$ cat src/hw/lcd_ctrl_pkg.sv
// Constants, command codes and register map of the display command controller
package lcd_ctrl_pkg;
	localparam int CLK_PERIOD_NS = 40;
	localparam int FRAME_PERIOD_NS = 16_667_000;
	localparam int FRAME_CYCLES = FRAME_PERIOD_NS / CLK_PERIOD_NS;
	localparam int FRAME_COUNT_W = 6;

	// Register byte offsets
	localparam logic [5:0] OFF_CMD = 6'h00;
	localparam logic [5:0] OFF_PARAM = 6'h04;
	localparam logic [5:0] OFF_STATUS = 6'h08;
	localparam logic [5:0] OFF_DISPLAY = 6'h0C;
	localparam logic [5:0] OFF_BLOCK1 = 6'h10;
	localparam logic [5:0] OFF_BLOCK2 = 6'h14;
	localparam logic [5:0] OFF_BLOCK3 = 6'h18;
	localparam logic [5:0] OFF_BLOCK4 = 6'h1C;
	localparam logic [5:0] OFF_MODE = 6'h20;
	localparam logic [5:0] OFF_CURSOR = 6'h24;

	// Command codes
	localparam logic [7:0] CMD_SYS_SETUP = 8'h10;
	localparam logic [7:0] CMD_STANDBY = 8'h11;
	localparam logic [7:0] CMD_PANEL_OFF = 8'h12;
	localparam logic [7:0] CMD_PANEL_ON = 8'h13;
	localparam logic [7:0] CMD_SCROLL = 8'h14;
	localparam logic [7:0] CMD_CSR_SHAPE = 8'h15;
	localparam logic [7:0] CMD_MEM_WRITE = 8'h16;
	localparam logic [7:0] CMD_MEM_READ = 8'h17;
	localparam logic [7:0] CMD_MIX = 8'h18;
	localparam logic [5:0] CMD_STEP_DIR_HI = 6'h07;

	// Parameter byte fields
	localparam int POS_TWO_SCREEN = 3;
	localparam int POS_CURSOR_SHAPE = 7;
	localparam int POS_RENDER1 = 2;
	localparam int POS_RENDER3 = 3;
	localparam int POS_LAYER_COUNT = 4;

	// Cursor step directions
	localparam logic [1:0] DIR_RIGHT = 2'h0;
	localparam logic [1:0] DIR_LEFT = 2'h1;
	localparam logic [1:0] DIR_UP = 2'h2;
	localparam logic [1:0] DIR_DOWN = 2'h3;

	// Layer mix encodings
	localparam logic [1:0] MIX_OR = 2'h0;
	localparam logic [1:0] MIX_XOR = 2'h1;
	localparam logic [1:0] MIX_AND = 2'h2;
	localparam logic [1:0] MIX_PRIO = 2'h3;

	// Flash: frame count compare points for 70 percent on time
	localparam logic [5:0] CURSOR_ON_32 = 6'h16;
	localparam logic [5:0] CURSOR_ON_64 = 6'h2D;

	localparam logic [7:0] RST_FRAME_LINES = 8'h00;
	localparam logic [15:0] RST_WORD = 16'h0000;
	localparam logic [3:0] PIDX_MAX = 4'hF;

	typedef enum logic [1:0] {
		ST_RUN = 2'b00,
		ST_DRAIN = 2'b01,
		ST_SLEEP = 2'b11
	} power_state_type;
endpackage : lcd_ctrl_pkg

$ cat src/hw/disp_if.sv
// Frame timing and layer mixing signals shared among the controller's modules
`timescale 1ns/1ps
interface disp_if;
	logic frame_tick;
	logic [5:0] frame_count;
	logic l1;
	logic l2;
	logic l3;
	logic vis1;
	logic vis2;
	logic vis3;
	logic [1:0] mix;
	logic three_layer;
	logic mixed;
	modport timer (output frame_tick, output frame_count);
	modport mixer (input l1, l2, l3, vis1, vis2, vis3, mix, three_layer, output mixed);
	modport ctrl (input frame_tick, frame_count, mixed,
		output l1, l2, l3, vis1, vis2, vis3, mix, three_layer);
endinterface : disp_if

$ cat src/hw/frame_timer.sv
// Frame period divider and frame counter for flash timing
`timescale 1ns/1ps
module frame_timer #(
	parameter int FRAME_CYCLES = lcd_ctrl_pkg::FRAME_CYCLES
) (
	input wire logic ref_clk,
	input wire logic rst_n,
	input wire logic run,
	disp_if.timer f
);
	localparam int CW = $clog2(FRAME_CYCLES);
	localparam logic [CW-1:0] LAST = CW'(FRAME_CYCLES - 1);
	logic [CW-1:0] cnt_q;
	logic tick_q;
	logic [5:0] frames_q;

	// Counter freezes while the oscillator is halted
	always_ff @(posedge ref_clk) begin
		if (!rst_n) begin
			cnt_q <= '0;
			tick_q <= 1'b0;
		end else if (run) begin
			tick_q <= (cnt_q == LAST);
			cnt_q <= (cnt_q == LAST) ? '0 : cnt_q + 1'b1;
		end else begin
			tick_q <= 1'b0;
		end
	end

	always_ff @(posedge ref_clk) begin
		if (!rst_n) begin
			frames_q <= '0;
		end else if (tick_q) begin
			frames_q <= frames_q + 6'h01;
		end
	end

	assign f.frame_tick = tick_q;
	assign f.frame_count = frames_q;
endmodule : frame_timer

$ cat src/hw/layer_mixer.sv
// Per-pixel composition of the three display layers
`timescale 1ns/1ps
module layer_mixer (
	disp_if.mixer m
);
	logic a;
	logic b;
	logic c;

	// Layers are combined whole, never per screen block
	always_comb begin
		a = m.l1 & m.vis1;
		b = m.l2 & m.vis2;
		c = m.l3 & m.vis3 & m.three_layer;
		unique case (m.mix)
			lcd_ctrl_pkg::MIX_OR: m.mixed = a | b | c;
			lcd_ctrl_pkg::MIX_XOR: m.mixed = (a ^ b) | c;
			lcd_ctrl_pkg::MIX_AND: m.mixed = (a & b) | c;
			// A set pixel of a higher layer hides lower ones even when flashed off
			lcd_ctrl_pkg::MIX_PRIO: m.mixed = m.l1 ? a : (m.l2 ? b : c);
		endcase
	end
endmodule : layer_mixer

$ cat src/hw/lcd_cmd_ctrl.sv
// Command interpreter, configuration registers, sleep control and pixel gating
`timescale 1ns/1ps
module lcd_cmd_ctrl #(
	parameter int FRAME_CYCLES = lcd_ctrl_pkg::FRAME_CYCLES
) (
	input wire logic ref_clk,
	input wire logic rst_n,
	input wire logic [5:0] avs_address,
	input wire logic avs_read,
	input wire logic avs_write,
	input wire logic [31:0] avs_writedata,
	output logic [31:0] avs_readdata,
	output logic avs_waitrequest,
	input wire logic pix_valid,
	input wire logic pix_l1,
	input wire logic pix_l2,
	input wire logic pix_l3,
	input wire logic [7:0] pix_line,
	input wire logic pix_lower,
	input wire logic pix_at_cursor,
	input wire logic pix_cursor_row_last,
	output logic pixel_out,
	output logic pixel_valid_out,
	output logic row_driver_disable_n,
	output logic column_blank,
	output logic mem_ctrl_hold,
	output logic host_bus_release,
	output logic osc_run
);
	disp_if d ();

	lcd_ctrl_pkg::power_state_type state_q;
	logic wait_q, drain_seen_q, row_dis_n_q, blank_q, hold_q, osc_q, pix_q, pix_v_q;
	logic [31:0] rdata_q;
	logic [7:0] cmd_q;
	logic [3:0] pidx_q;

	logic panel_enable_q, cursor_shape_q, render1_q, render3_q, layer_count_q, two_screen_q;
	logic cursor_force_q;
	logic [1:0] cursor_flash_q, step_dir_q, mix_q;
	logic [5:0] attr_q;
	logic [15:0] first_start_q, second_start_q, fourth_start_q, pitch_q, cursor_q;
	logic [7:0] first_lines_q, second_lines_q, frame_lines_q;

	logic req, wr_acc, rd_acc, cmd_wr, par_wr, sleeping, wake, mem_rd_step;
	logic line_blank, cursor_vis, cursor_hit;
	logic [5:0] reg_off;
	logic [7:0] p;
	logic [15:0] third_start;
	logic [8:0] half_lines;
	logic [31:0] rd_mux;

	// Block attribute visibility for the current frame count
	function automatic logic attr_on(input logic [1:0] fld, input logic [5:0] cnt);
		logic r;
		r = 1'b0;
		unique case (fld)
			2'b00: r = 1'b0;
			2'b01: r = 1'b1;
			2'b10: r = ~cnt[4];
			2'b11: r = ~cnt[1];
		endcase
		return r;
	endfunction : attr_on

	// Next cursor address after one memory access
	function automatic logic [15:0] step(input logic [15:0] a, input logic [1:0] dir,
		input logic [15:0] pitch);
		logic [15:0] r;
		r = a;
		unique case (dir)
			lcd_ctrl_pkg::DIR_RIGHT: r = a + 16'h0001;
			lcd_ctrl_pkg::DIR_LEFT: r = a - 16'h0001;
			lcd_ctrl_pkg::DIR_UP: r = a - pitch;
			lcd_ctrl_pkg::DIR_DOWN: r = a + pitch;
		endcase
		return r;
	endfunction : step

	frame_timer #(
		.FRAME_CYCLES(FRAME_CYCLES)
	) u_timer (
		.ref_clk(ref_clk),
		.rst_n(rst_n),
		.run(osc_q),
		.f(d.timer)
	);

	layer_mixer u_mixer (
		.m(d.mixer)
	);

	// Bus decode; a request completes on the edge where waitrequest is seen low
	assign req = avs_read | avs_write;
	assign wr_acc = avs_write & ~wait_q;
	assign rd_acc = avs_read & ~wait_q;
	assign reg_off = {avs_address[5:2], 2'b00};
	assign p = avs_writedata[7:0];
	assign sleeping = (state_q == lcd_ctrl_pkg::ST_SLEEP);
	// While asleep only the system setup command and its first byte get through
	assign cmd_wr = wr_acc && reg_off == lcd_ctrl_pkg::OFF_CMD &&
		(!sleeping || p == lcd_ctrl_pkg::CMD_SYS_SETUP);
	assign par_wr = wr_acc && reg_off == lcd_ctrl_pkg::OFF_PARAM &&
		(!sleeping || (cmd_q == lcd_ctrl_pkg::CMD_SYS_SETUP && pidx_q == 4'h0));
	assign wake = sleeping && par_wr;
	assign mem_rd_step = rd_acc && reg_off == lcd_ctrl_pkg::OFF_PARAM &&
		cmd_q == lcd_ctrl_pkg::CMD_MEM_READ && !sleeping;

	always_ff @(posedge ref_clk) begin
		if (!rst_n) begin
			wait_q <= 1'b1;
		end else if (req && wait_q) begin
			wait_q <= 1'b0;
		end else begin
			wait_q <= 1'b1;
		end
	end

	always_ff @(posedge ref_clk) begin
		if (!rst_n) begin
			rdata_q <= 32'h0000_0000;
		end else if (avs_read && wait_q) begin
			rdata_q <= rd_mux;
		end
	end

	// Command byte starts a new parameter sequence
	always_ff @(posedge ref_clk) begin
		if (!rst_n) begin
			cmd_q <= 8'h00;
			pidx_q <= 4'h0;
		end else if (cmd_wr) begin
			cmd_q <= p;
			pidx_q <= 4'h0;
		end else if (par_wr && pidx_q != lcd_ctrl_pkg::PIDX_MAX) begin
			pidx_q <= pidx_q + 4'h1;
		end
	end

	// Sleep entry: blank at once, rows off on the second frame tick
	always_ff @(posedge ref_clk) begin
		if (!rst_n) begin
			state_q <= lcd_ctrl_pkg::ST_RUN;
			drain_seen_q <= 1'b0;
		end else begin
			unique case (state_q)
				lcd_ctrl_pkg::ST_RUN: begin
					drain_seen_q <= 1'b0;
					if (cmd_wr && p == lcd_ctrl_pkg::CMD_STANDBY) begin
						state_q <= lcd_ctrl_pkg::ST_DRAIN;
					end
				end
				lcd_ctrl_pkg::ST_DRAIN: begin
					if (d.frame_tick) begin
						drain_seen_q <= 1'b1;
						if (drain_seen_q) begin
							state_q <= lcd_ctrl_pkg::ST_SLEEP;
						end
					end
				end
				lcd_ctrl_pkg::ST_SLEEP: begin
					if (wake) begin
						state_q <= lcd_ctrl_pkg::ST_RUN;
					end
				end
				default: state_q <= lcd_ctrl_pkg::ST_RUN;
			endcase
		end
	end

	// Pin levels follow the power state
	always_ff @(posedge ref_clk) begin
		if (!rst_n) begin
			row_dis_n_q <= 1'b1;
			blank_q <= 1'b0;
			hold_q <= 1'b0;
			osc_q <= 1'b1;
		end else begin
			row_dis_n_q <= !((state_q == lcd_ctrl_pkg::ST_DRAIN && d.frame_tick && drain_seen_q)
				|| (sleeping && !wake));
			blank_q <= (state_q == lcd_ctrl_pkg::ST_DRAIN) || (sleeping && !wake) ||
				(state_q == lcd_ctrl_pkg::ST_RUN && cmd_wr && p == lcd_ctrl_pkg::CMD_STANDBY);
			hold_q <= (state_q == lcd_ctrl_pkg::ST_DRAIN && d.frame_tick && drain_seen_q) ||
				(sleeping && !wake);
			osc_q <= !((state_q == lcd_ctrl_pkg::ST_DRAIN && d.frame_tick && drain_seen_q) ||
				(sleeping && !wake));
		end
	end

	// Configuration: only bytes actually received update a field
	// Sleep neither clears nor reloads these
	always_ff @(posedge ref_clk) begin
		if (!rst_n) begin
			panel_enable_q <= 1'b0;
			cursor_flash_q <= 2'b00;
			attr_q <= 6'h00;
			first_start_q <= lcd_ctrl_pkg::RST_WORD;
			first_lines_q <= 8'h00;
			second_start_q <= lcd_ctrl_pkg::RST_WORD;
			second_lines_q <= 8'h00;
			fourth_start_q <= lcd_ctrl_pkg::RST_WORD;
			cursor_shape_q <= 1'b0;
			mix_q <= lcd_ctrl_pkg::MIX_OR;
			render1_q <= 1'b0;
			render3_q <= 1'b0;
			layer_count_q <= 1'b0;
			two_screen_q <= 1'b0;
			frame_lines_q <= lcd_ctrl_pkg::RST_FRAME_LINES;
			pitch_q <= lcd_ctrl_pkg::RST_WORD;
		end else if (par_wr) begin
			unique case (cmd_q)
				lcd_ctrl_pkg::CMD_SYS_SETUP: begin
					unique case (pidx_q)
						4'h0: two_screen_q <= p[lcd_ctrl_pkg::POS_TWO_SCREEN];
						4'h1: frame_lines_q <= p;
						4'h2: pitch_q[7:0] <= p;
						4'h3: pitch_q[15:8] <= p;
						default: ;
					endcase
				end
				lcd_ctrl_pkg::CMD_PANEL_OFF, lcd_ctrl_pkg::CMD_PANEL_ON: begin
					if (pidx_q == 4'h0) begin
						panel_enable_q <= cmd_q[0];
						cursor_flash_q <= p[1:0];
						attr_q <= p[7:2];
					end
				end
				lcd_ctrl_pkg::CMD_SCROLL: begin
					unique case (pidx_q)
						4'h0: first_start_q[7:0] <= p;
						4'h1: first_start_q[15:8] <= p;
						4'h2: first_lines_q <= p;
						4'h3: second_start_q[7:0] <= p;
						4'h4: second_start_q[15:8] <= p;
						4'h5: second_lines_q <= p;
						// Third start is derived, so its two bytes are consumed unused
						4'h8: fourth_start_q[7:0] <= p;
						4'h9: fourth_start_q[15:8] <= p;
						default: ;
					endcase
				end
				lcd_ctrl_pkg::CMD_CSR_SHAPE: begin
					if (pidx_q == 4'h0) begin
						cursor_shape_q <= p[lcd_ctrl_pkg::POS_CURSOR_SHAPE];
					end
				end
				lcd_ctrl_pkg::CMD_MIX: begin
					if (pidx_q == 4'h0) begin
						mix_q <= p[1:0];
						render1_q <= p[lcd_ctrl_pkg::POS_RENDER1];
						render3_q <= p[lcd_ctrl_pkg::POS_RENDER3];
						layer_count_q <= p[lcd_ctrl_pkg::POS_LAYER_COUNT];
					end
				end
				default: ;
			endcase
		end
	end

	// Step direction is carried in the low bits of the command code
	always_ff @(posedge ref_clk) begin
		if (!rst_n) begin
			step_dir_q <= lcd_ctrl_pkg::DIR_RIGHT;
		end else if (cmd_wr && p[7:2] == lcd_ctrl_pkg::CMD_STEP_DIR_HI) begin
			step_dir_q <= p[1:0];
		end
	end

	// Cursor address: direct write, or one step per memory data byte
	always_ff @(posedge ref_clk) begin
		if (!rst_n) begin
			cursor_q <= lcd_ctrl_pkg::RST_WORD;
		end else if (wr_acc && reg_off == lcd_ctrl_pkg::OFF_CURSOR && !sleeping) begin
			cursor_q <= avs_writedata[15:0];
		end else if ((par_wr && cmd_q == lcd_ctrl_pkg::CMD_MEM_WRITE) || mem_rd_step) begin
			cursor_q <= step(cursor_q, step_dir_q, pitch_q);
		end
	end

	// Held until another command arrives, so back-to-back writes keep it lit
	always_ff @(posedge ref_clk) begin
		if (!rst_n) begin
			cursor_force_q <= 1'b0;
		end else if (cmd_wr) begin
			cursor_force_q <= (p == lcd_ctrl_pkg::CMD_MEM_WRITE);
		end
	end

	// Third block shares the start of the shorter of the first two
	assign third_start = (first_lines_q <= second_lines_q) ? first_start_q : second_start_q;
	assign half_lines = ({1'b0, frame_lines_q} + 9'h001) >> 1;
	// Lines beyond a block's count up to half frame are blank in two-screen mode
	assign line_blank = two_screen_q && ({1'b0, pix_line} < half_lines) &&
		(pix_line > (pix_lower ? second_lines_q : first_lines_q));

	always_comb begin
		cursor_vis = 1'b0;
		unique case (cursor_flash_q)
			2'b00: cursor_vis = 1'b0;
			2'b01: cursor_vis = 1'b1;
			2'b10: cursor_vis = d.frame_count[4:0] < lcd_ctrl_pkg::CURSOR_ON_32[4:0];
			2'b11: cursor_vis = d.frame_count < lcd_ctrl_pkg::CURSOR_ON_64;
		endcase
		if (cursor_force_q) begin
			cursor_vis = 1'b1;
		end
	end

	// Underscore cursor lights only the last row of the character cell
	assign cursor_hit = pix_at_cursor && cursor_vis &&
		(cursor_shape_q || pix_cursor_row_last);

	assign d.l1 = pix_l1;
	assign d.l2 = pix_l2;
	assign d.l3 = pix_l3;
	assign d.vis1 = attr_on(attr_q[1:0], d.frame_count);
	// The second pair also drives the fourth block, no separate control
	assign d.vis2 = attr_on(attr_q[3:2], d.frame_count);
	assign d.vis3 = attr_on(attr_q[5:4], d.frame_count);
	assign d.mix = mix_q;
	// A text first layer leaves no room for the third layer
	assign d.three_layer = layer_count_q & render1_q;

	always_ff @(posedge ref_clk) begin
		if (!rst_n) begin
			pix_q <= 1'b0;
			pix_v_q <= 1'b0;
		end else begin
			pix_v_q <= pix_valid;
			// Panel off wins over every block attribute blanking covers sleep
			pix_q <= pix_valid && panel_enable_q && !line_blank &&
				state_q == lcd_ctrl_pkg::ST_RUN && (d.mixed || cursor_hit);
		end
	end

	always_comb begin
		rd_mux = 32'h0000_0000;
		unique case (reg_off)
			lcd_ctrl_pkg::OFF_CMD: rd_mux = {24'h00_0000, cmd_q};
			lcd_ctrl_pkg::OFF_PARAM: rd_mux = {28'h000_0000, pidx_q};
			lcd_ctrl_pkg::OFF_STATUS: rd_mux = {26'h000_0000, cursor_force_q, osc_q,
				hold_q, row_dis_n_q, state_q};
			lcd_ctrl_pkg::OFF_DISPLAY: rd_mux = {23'h00_0000, panel_enable_q, attr_q,
				cursor_flash_q};
			lcd_ctrl_pkg::OFF_BLOCK1: rd_mux = {8'h00, first_lines_q, first_start_q};
			lcd_ctrl_pkg::OFF_BLOCK2: rd_mux = {8'h00, second_lines_q, second_start_q};
			lcd_ctrl_pkg::OFF_BLOCK3: rd_mux = {16'h0000, third_start};
			lcd_ctrl_pkg::OFF_BLOCK4: rd_mux = {16'h0000, fourth_start_q};
			lcd_ctrl_pkg::OFF_MODE: rd_mux = {frame_lines_q, pitch_q, two_screen_q,
				layer_count_q, render3_q, render1_q, mix_q, step_dir_q};
			lcd_ctrl_pkg::OFF_CURSOR: rd_mux = {15'h0000, cursor_shape_q, cursor_q};
			default: rd_mux = 32'h0000_0000;
		endcase
	end

	assign avs_readdata = rdata_q;
	assign avs_waitrequest = wait_q;
	assign pixel_out = pix_q;
	assign pixel_valid_out = pix_v_q;
	assign row_driver_disable_n = row_dis_n_q;
	assign column_blank = blank_q;
	assign mem_ctrl_hold = hold_q;
	assign host_bus_release = hold_q;
	assign osc_run = osc_q;
endmodule : lcd_cmd_ctrl

$ cat config.mk
export PLATFORM = sky130hd
export DESIGN_NAME = lcd_cmd_ctrl
export DESIGN_NICKNAME = d
export VERILOG_FILES = /design/src/hw/lcd_ctrl_pkg.sv /design/src/hw/disp_if.sv /design/src/hw/frame_timer.sv /design/src/hw/layer_mixer.sv /design/src/hw/lcd_cmd_ctrl.sv
export SDC_FILE = /design/constraint.sdc
export NUM_CORES = 1
export LEC_CHECK = 0
export ABC_AREA = 1
export BUFFER_PORTS_ARGS = -buffer_cell sky130_fd_sc_hd__buf_2
export CAP_MARGIN = 20
export CORE_MARGIN = 5
export CORE_UTILIZATION = 49
export CTS_CLUSTER_DIAMETER = 100
export DETAILED_ROUTE_END_ITERATION = 16
export PLACE_DENSITY = 0.67
export SYNTH_ARGS = -nofsm -noshare
export SYNTH_HDL_FRONTEND = slang
export SYNTH_HIERARCHICAL = 1
export SYNTH_SLANG_ARGS = --single-unit
$ cat constraint.sdc
create_clock -name ref_clk -period 5.64 [get_ports ref_clk]
set_clock_uncertainty 0.05 [all_clocks]
set_input_delay 0.282 -clock ref_clk [delete_from_list [all_inputs] [get_ports ref_clk]]
set_output_delay 0.282 -clock ref_clk [all_outputs]
set_load 0.1 [all_outputs]
Word-level counts from Yosys, hierarchy flattened
Cells that the tools add are included.

Add/sub/neg operators: 8. Order comparisons: 5. Eq/ne operators: 54. Mux-type cells: 23. Bitwise gates (word level): 18. Reductions and logical operators: 73.

Operator list (number): one-hot mux 32 bit (10 select lines) (1); equality test 8 x 5 -> 1 bit, second input constant (11); one-hot mux 16 bit (4 select lines) (1); two-way mux 16 bit (3); AND reduction 3 bit (15); logical AND 1 bit (30); equality test 2 bit, second input constant (13); equality test 4 x 3 -> 1 bit, second input constant (6); one-hot mux 1 bit (4 select lines) (5); adder 19 x 1 -> 19 bit, second input constant (1); equality test 19 bit, second input constant (1); two-way mux 19 bit (1); adder 16 x 1 -> 16 bit, second input constant (1); adder 16 bit (1); equality test 4 x 2 -> 1 bit, second input constant (4); equality test 4 bit, second input constant (4); subtractor 16 x 1 -> 16 bit, second input constant (1); subtractor 16 bit (1); equality test 2 x 1 -> 1 bit, second input constant (7); zero test 2 bit (7); adder 8 x 1 -> 9 bit, second input constant (1); AND 1 bit (8); equality test 4 x 1 -> 1 bit, second input constant (2); > comparator 8 bit (1); other kinds (26) (55).

Register bits: 202. Input bits: 57. Output and inout port bits: 40. Word-level logic and storage cells: 218.

Longest topological paths before layout
Word-level depth: 9. Gate-level depth with buffers: 21. Mapped depth without buffers: 21.

Hierarchy
Netlist, hierarchy kept.

Modules (own cells, without submodules): lcd_cmd_ctrl (times used 1, cells an instance 1567, area each 10368.7 µm², sequential area each 3523.4 µm²); frame_timer (times used 1, cells an instance 184, area each 1327.5 µm², sequential area each 520.5 µm²); layer_mixer (times used 1, cells an instance 27, area each 157.7 µm², sequential area each 0.0 µm²).

Worst setup path after synthesis
Ideal clock, no wire load.

Path kind: flip-flop to flip-flop. Start point: register step_dir_q[1]. End point: register cursor_q[8]. Setup time: 117 ps. Arrival: 2612 ps. Required time: 5473 ps. Slack: 2861 ps. Cell stages (with the launch flop): 16. Buffers on the path: 1. Period minus slack after synthesis: 2779 ps. Cell sequence: dfxtp_1 -> clkbuf_1 -> clkinv_1 -> nor2_1 -> nand3_1 -> o31ai_1 -> xor2_1 -> ha_1 -> a21oi_1 -> o21ai_0 -> a21o_1 -> or2_2 -> nand3_1 -> nand2_1 -> nor2_1 -> nor2_1.

Cells in the longest elaborated chain, start to end: 4. Elaborated cells between the ends (all ways): 7. Classes of those cells: 3 x eq/ne; 3 x mux; 1 x reduce/logical.

RTL lines: from (decl) (RTL line lcd_cmd_ctrl.sv:40) `logic [1:0] cursor_flash_q, step_dir_q, mix_q;`; from (signal assigned) (RTL line lcd_cmd_ctrl.sv:263) `step_dir_q <= lcd_ctrl_pkg::DIR_RIGHT;`; from (signal assigned) (RTL line lcd_cmd_ctrl.sv:265) `step_dir_q <= p[1:0];`; equality test 2 bit (tied with other cells) (RTL line lcd_cmd_ctrl.sv:71) `unique case (dir)`; one-hot mux 16 bit (4 select lines) (*) (RTL line lcd_cmd_ctrl.sv:71); two-way mux 16 bit (*) (RTL line lcd_cmd_ctrl.sv:275) `end else if ((par_wr && cmd_q == lcd_ctrl_pkg::CMD_MEM_WRITE) || mem_rd_step) begin`; two-way mux 16 bit (*) (RTL line lcd_cmd_ctrl.sv:273) `end else if (wr_acc && reg_off == lcd_ctrl_pkg::OFF_CURSOR && !sleeping) begin`; to (signal assigned) (RTL line lcd_cmd_ctrl.sv:272) `cursor_q <= lcd_ctrl_pkg::RST_WORD;`; to (signal assigned) (RTL line lcd_cmd_ctrl.sv:274) `cursor_q <= avs_writedata[15:0];`; to (signal assigned) (RTL line lcd_cmd_ctrl.sv:276) `cursor_q <= step(cursor_q, step_dir_q, pitch_q);`; to (decl) (RTL line lcd_cmd_ctrl.sv:42) `logic [15:0] first_start_q, second_start_q, fourth_start_q, pitch_q, cursor_q;`.

Mark *: on every way between the ends. The rest lies on a longest branch, timed or not. The select of a mux whose other input is x is not followed. A chain may end at the register's enable or synchronous reset.

Worst setup path in the final report
Ends and elaborated chain as after synthesis.

==> impl_metrics.py <==
metrics = {
    "synthesis": {
        "avgSynthCellArea_sq_um": 6.667,
        "ys_ff_latch": 202,
        "syn_inst": 1778,
        "seq_area_frac_synth": 0.3411,
        "synthesis.nets": 1888,
        "async_reset_ff_frac": 0,
        "synthFlopType": "dfxtp_1",
        "synth-edff-count": 0,
        "ys_warn_count": 6,
        "netlist_area_sq_um": 11850,
        "ys_types": 52,
    },
    "detailed_routing": {
        "post-route-drc-count": 0,
        "wl_um": 37260,
        "vias": 12050,
        "antenna_left": 0,
        "drt_iter0_markers": 1180,
        "vias_per_cell": 5.600,
        "drtPass1Iterations": 6,
        "wire_per_inst_um": 17.31,
    },
    "placement": {
        "place_inst": 2111,
        "dp_hpwl_um": 26270,
        "portBuffers": 78,
        "dp_slack_ps": 2162,
        "place.gp.congestion": 0.9635,
    },
    "pwr": {
        "p_per_area_nw_per_um2": 235.3,
        "p_leak_nw": 5.376,
        "power.total_mw": 3.088,
        "ir_worst_vdd_v": 0.0001864,
    },
    "worst_setup_path": {
        "crit_family": "simple AND/OR/NAND/NOR gates",
        "critical_path_class": "reg2reg",
        "worst_ep_arrival_time_ps": 3830,
        "max_stage_delay_ps": 640,
        "cp.required_ps": 5980,
        "cp_num_cells": 14,
        "startpoint_type": "register",
        "cp_slowest_cell": "dfxtp_1",
        "cp_max_fo": 16,
        "worst-path-buf-inv": 1,
        "cp_cell_sequence": "clkinv_1, nor2_1, nand3_1, o31ai_1, xor2_1, ha_1, a21oi_1, o21ai_0, a21o_1, or2_2, nand3_1, nand2_1, nor2_1, nor2_1",
        "r2r_cells": 14,
        "worst_setup_path_end_kind": "register",
        "cpMostUsedCell": "nor2_1",
    },
    "status": {
        "status": "completed",
    },
    "die": {
        "die-area_sq_um": 27400,
        "fp.dieW_um": 165.5,
        "rows": 57,
        "dieHeight_um": 165.5,
        "pin_count": 97,
        "core_sq_um": 24030,
        "start_util": 0.4932,
    },
    "global_route": {
        "grt_overflow": 0,
        "grt_pass1_wl_um": 59480,
        "grt_pass1_vias": 11180,
        "antenna_found_initial": 0,
        "grt_start_max_net_pins": 77,
        "track_usage": 0.2723,
    },
    "timing": {
        "period_minus_slack_ps": 3496,
        "layout_setup_ws_ps": 2144,
        "setup_viol": 0,
        "slew_violations": 0,
        "finalHoldViolations": 0,
        "maxSlewHeadroom": 0.4175,
        "rsz0062_at_grt": "no",
        "tightest_slew_ps": 873.8,
        "fmax_mhz": 286.0,
        "tns_ps": 0,
        "finalCritPeriodShare": 0.6199,
        "hold_ws_ps": 39.55,
    },
    "clocking": {
        "clk_pin_slew_ps": 60,
        "cts.sinks": 202,
        "clk_path_buf_depth": 3,
        "insertion_delay_ps": 500,
        "cts_max_level": 1,
        "cts-root-buf": "clkbuf_16",
        "numCtsBuffers": 23,
        "cts_tree": "built",
    },
    "cells_and_area": {
        "area_growth_pct": 10.75,
        "fin_cells": 2152,
        "drive_above_1_share": 0.09300,
        "num-fill-cells": 2432,
        "insertedDiodeCount": 0,
        "layout.nets": 1926,
    },
    "flow_run": {
        "drv_cap": 0,
    },
    "hold_path": {
        "hp-class": "in2reg",
        "whs_path_depth": 5,
    },
}
## cell usage in the layout, fill, tap and decap left out, drive strengths merged, types with 2 or more instances in the layout
cell type    Yosys  layout
nand2          484     484
dfxtp          202     202
a21oi          189     189
inv            179     179
nand3          166     166
nor2           160     160
o21ai          106     106
buf             26      87
ha              52      52
clkbuf          51      34
xor2            29      29
nand4           29      29
nor3            23      23
o22ai           10      10
nand3b           9       9
o221ai           8       8
or2              7       7
xnor2            6       6
a31oi            5       5
o211ai           5       5
clkinv           4       5
nor3b            4       4
a211oi           4       4
a21o             3       3
nor4             3       3
dlygate4sd3      0       3
o41ai            2       2
o31ai            2       2
o2111ai          2       2
o21a             2       2
and3             2       2
bufinv           0       2
## worst min-delay path, stage by stage
cell,delay [ps]
buf_2,80
nand2_1,40
nand2_1,50
nor2_1,30
nor2_1,70
## layer usage
layer  GRT usage  vias up  share of wire
met5           0        -              0
met3     0.04021       84          0.073
met2      0.4430      411           0.46
met4     0.09224        0          0.034
li1            -     5934              -
met1      0.3711     5623           0.44
## repair_timing
item | CTS | global route
resized for setup | 0 | 0
endpoints found under the setup margin | 0 | 0
hold buffers | 3 | 0
endpoints found under the hold margin | 2 | 0
setup buffers | 0 | 0
## worst paths after layout
check	start	end	slack (ps)
setup reg to reg	step_dir_q[1]	cursor_q[8]	2140
hold / removal	avs_writedata[8]	cursor_q[8]	40
setup / recovery	step_dir_q[1]	cursor_q[8]	2140
hold reg to reg	second_start_q[13]	second_start_q[13]	410
## sequential cells by signal (all words and copies together), names as in the netlist, 16 cells and up
register,count
avs_readdata,32
u_timer/cnt_q,19
cursor_q,16
first_start_q,16
fourth_start_q,16
pitch_q,16
second_start_q,16
## report_power, final
part,leakage [nW],internal [mW],switching (mW)
Clock,0.365,0.911,0.583
Sequential,1.63,1.43,0.00470
Combinational,3.38,0.0356,0.122
## cell usage after synthesis (5+ instances only)
cell type	number	area (sq um)
a21oi_1	188	940.9
a31oi_1	5	31.28
buf_2	10	50.05
buf_4	7	52.55
buf_6	5	56.30
clkbuf_1	50	187.7
dfxtp_1	202	4044
ha_1	52	650.6
inv_1	175	656.9
nand2_1	471	1768
nand2_2	8	50.05
nand2_4	5	56.30
nand3_1	164	820.8
nand3b_1	9	67.56
nand4_1	27	168.9
nor2_1	143	536.8
nor2_2	9	56.30
nor2_4	5	56.30
nor3_1	20	100.1
o211ai_1	5	37.54
o21ai_0	105	525.5
o221ai_1	8	70.07
o22ai_1	10	62.56
or2_2	7	43.79
xnor2_1	6	52.55
xor2_1	29	254.0
## logic make-up after synthesis
| group | Yosys count | share of synthesized area |
|---|---|---|
| AO/OA/AOI/OAI | 340 | 0.1532 |
| XOR/XNOR | 35 | 0.02586 |
| adder cells (fa/ha/maj) | 53 | 0.05658 |
| buffers and inverters | 260 | 0.08898 |
| flip-flops | 202 | 0.3411 |
| multiplexers | 1 | 0.0008445 |
| AND/OR/NAND/NOR | 887 | 0.3334 |
## metrics by stage
stage | util | instance area [sq um]
floorplan | - | 11850
global placement | 0.5139 | 12350
detailed placement | 0.5139 | 12350
CTS | 0.5460 | 13120
global route | 0.5462 | 13130
finish | 0.5462 | 13130
## cell type report
class	count	area (sq um)	area share
multi-input cells	1316	6760	0.5150
inverters	183	690.7	0.05261
repair buffers	90	485.5	0.03698
flip-flops and latches	202	4044	0.3080
clock inverters	3	65.06	0.004956
clock buffers	34	676.9	0.05156
well taps	324	405.4	0.03088
No activity file was read; power rests on OpenSTA's default activity.
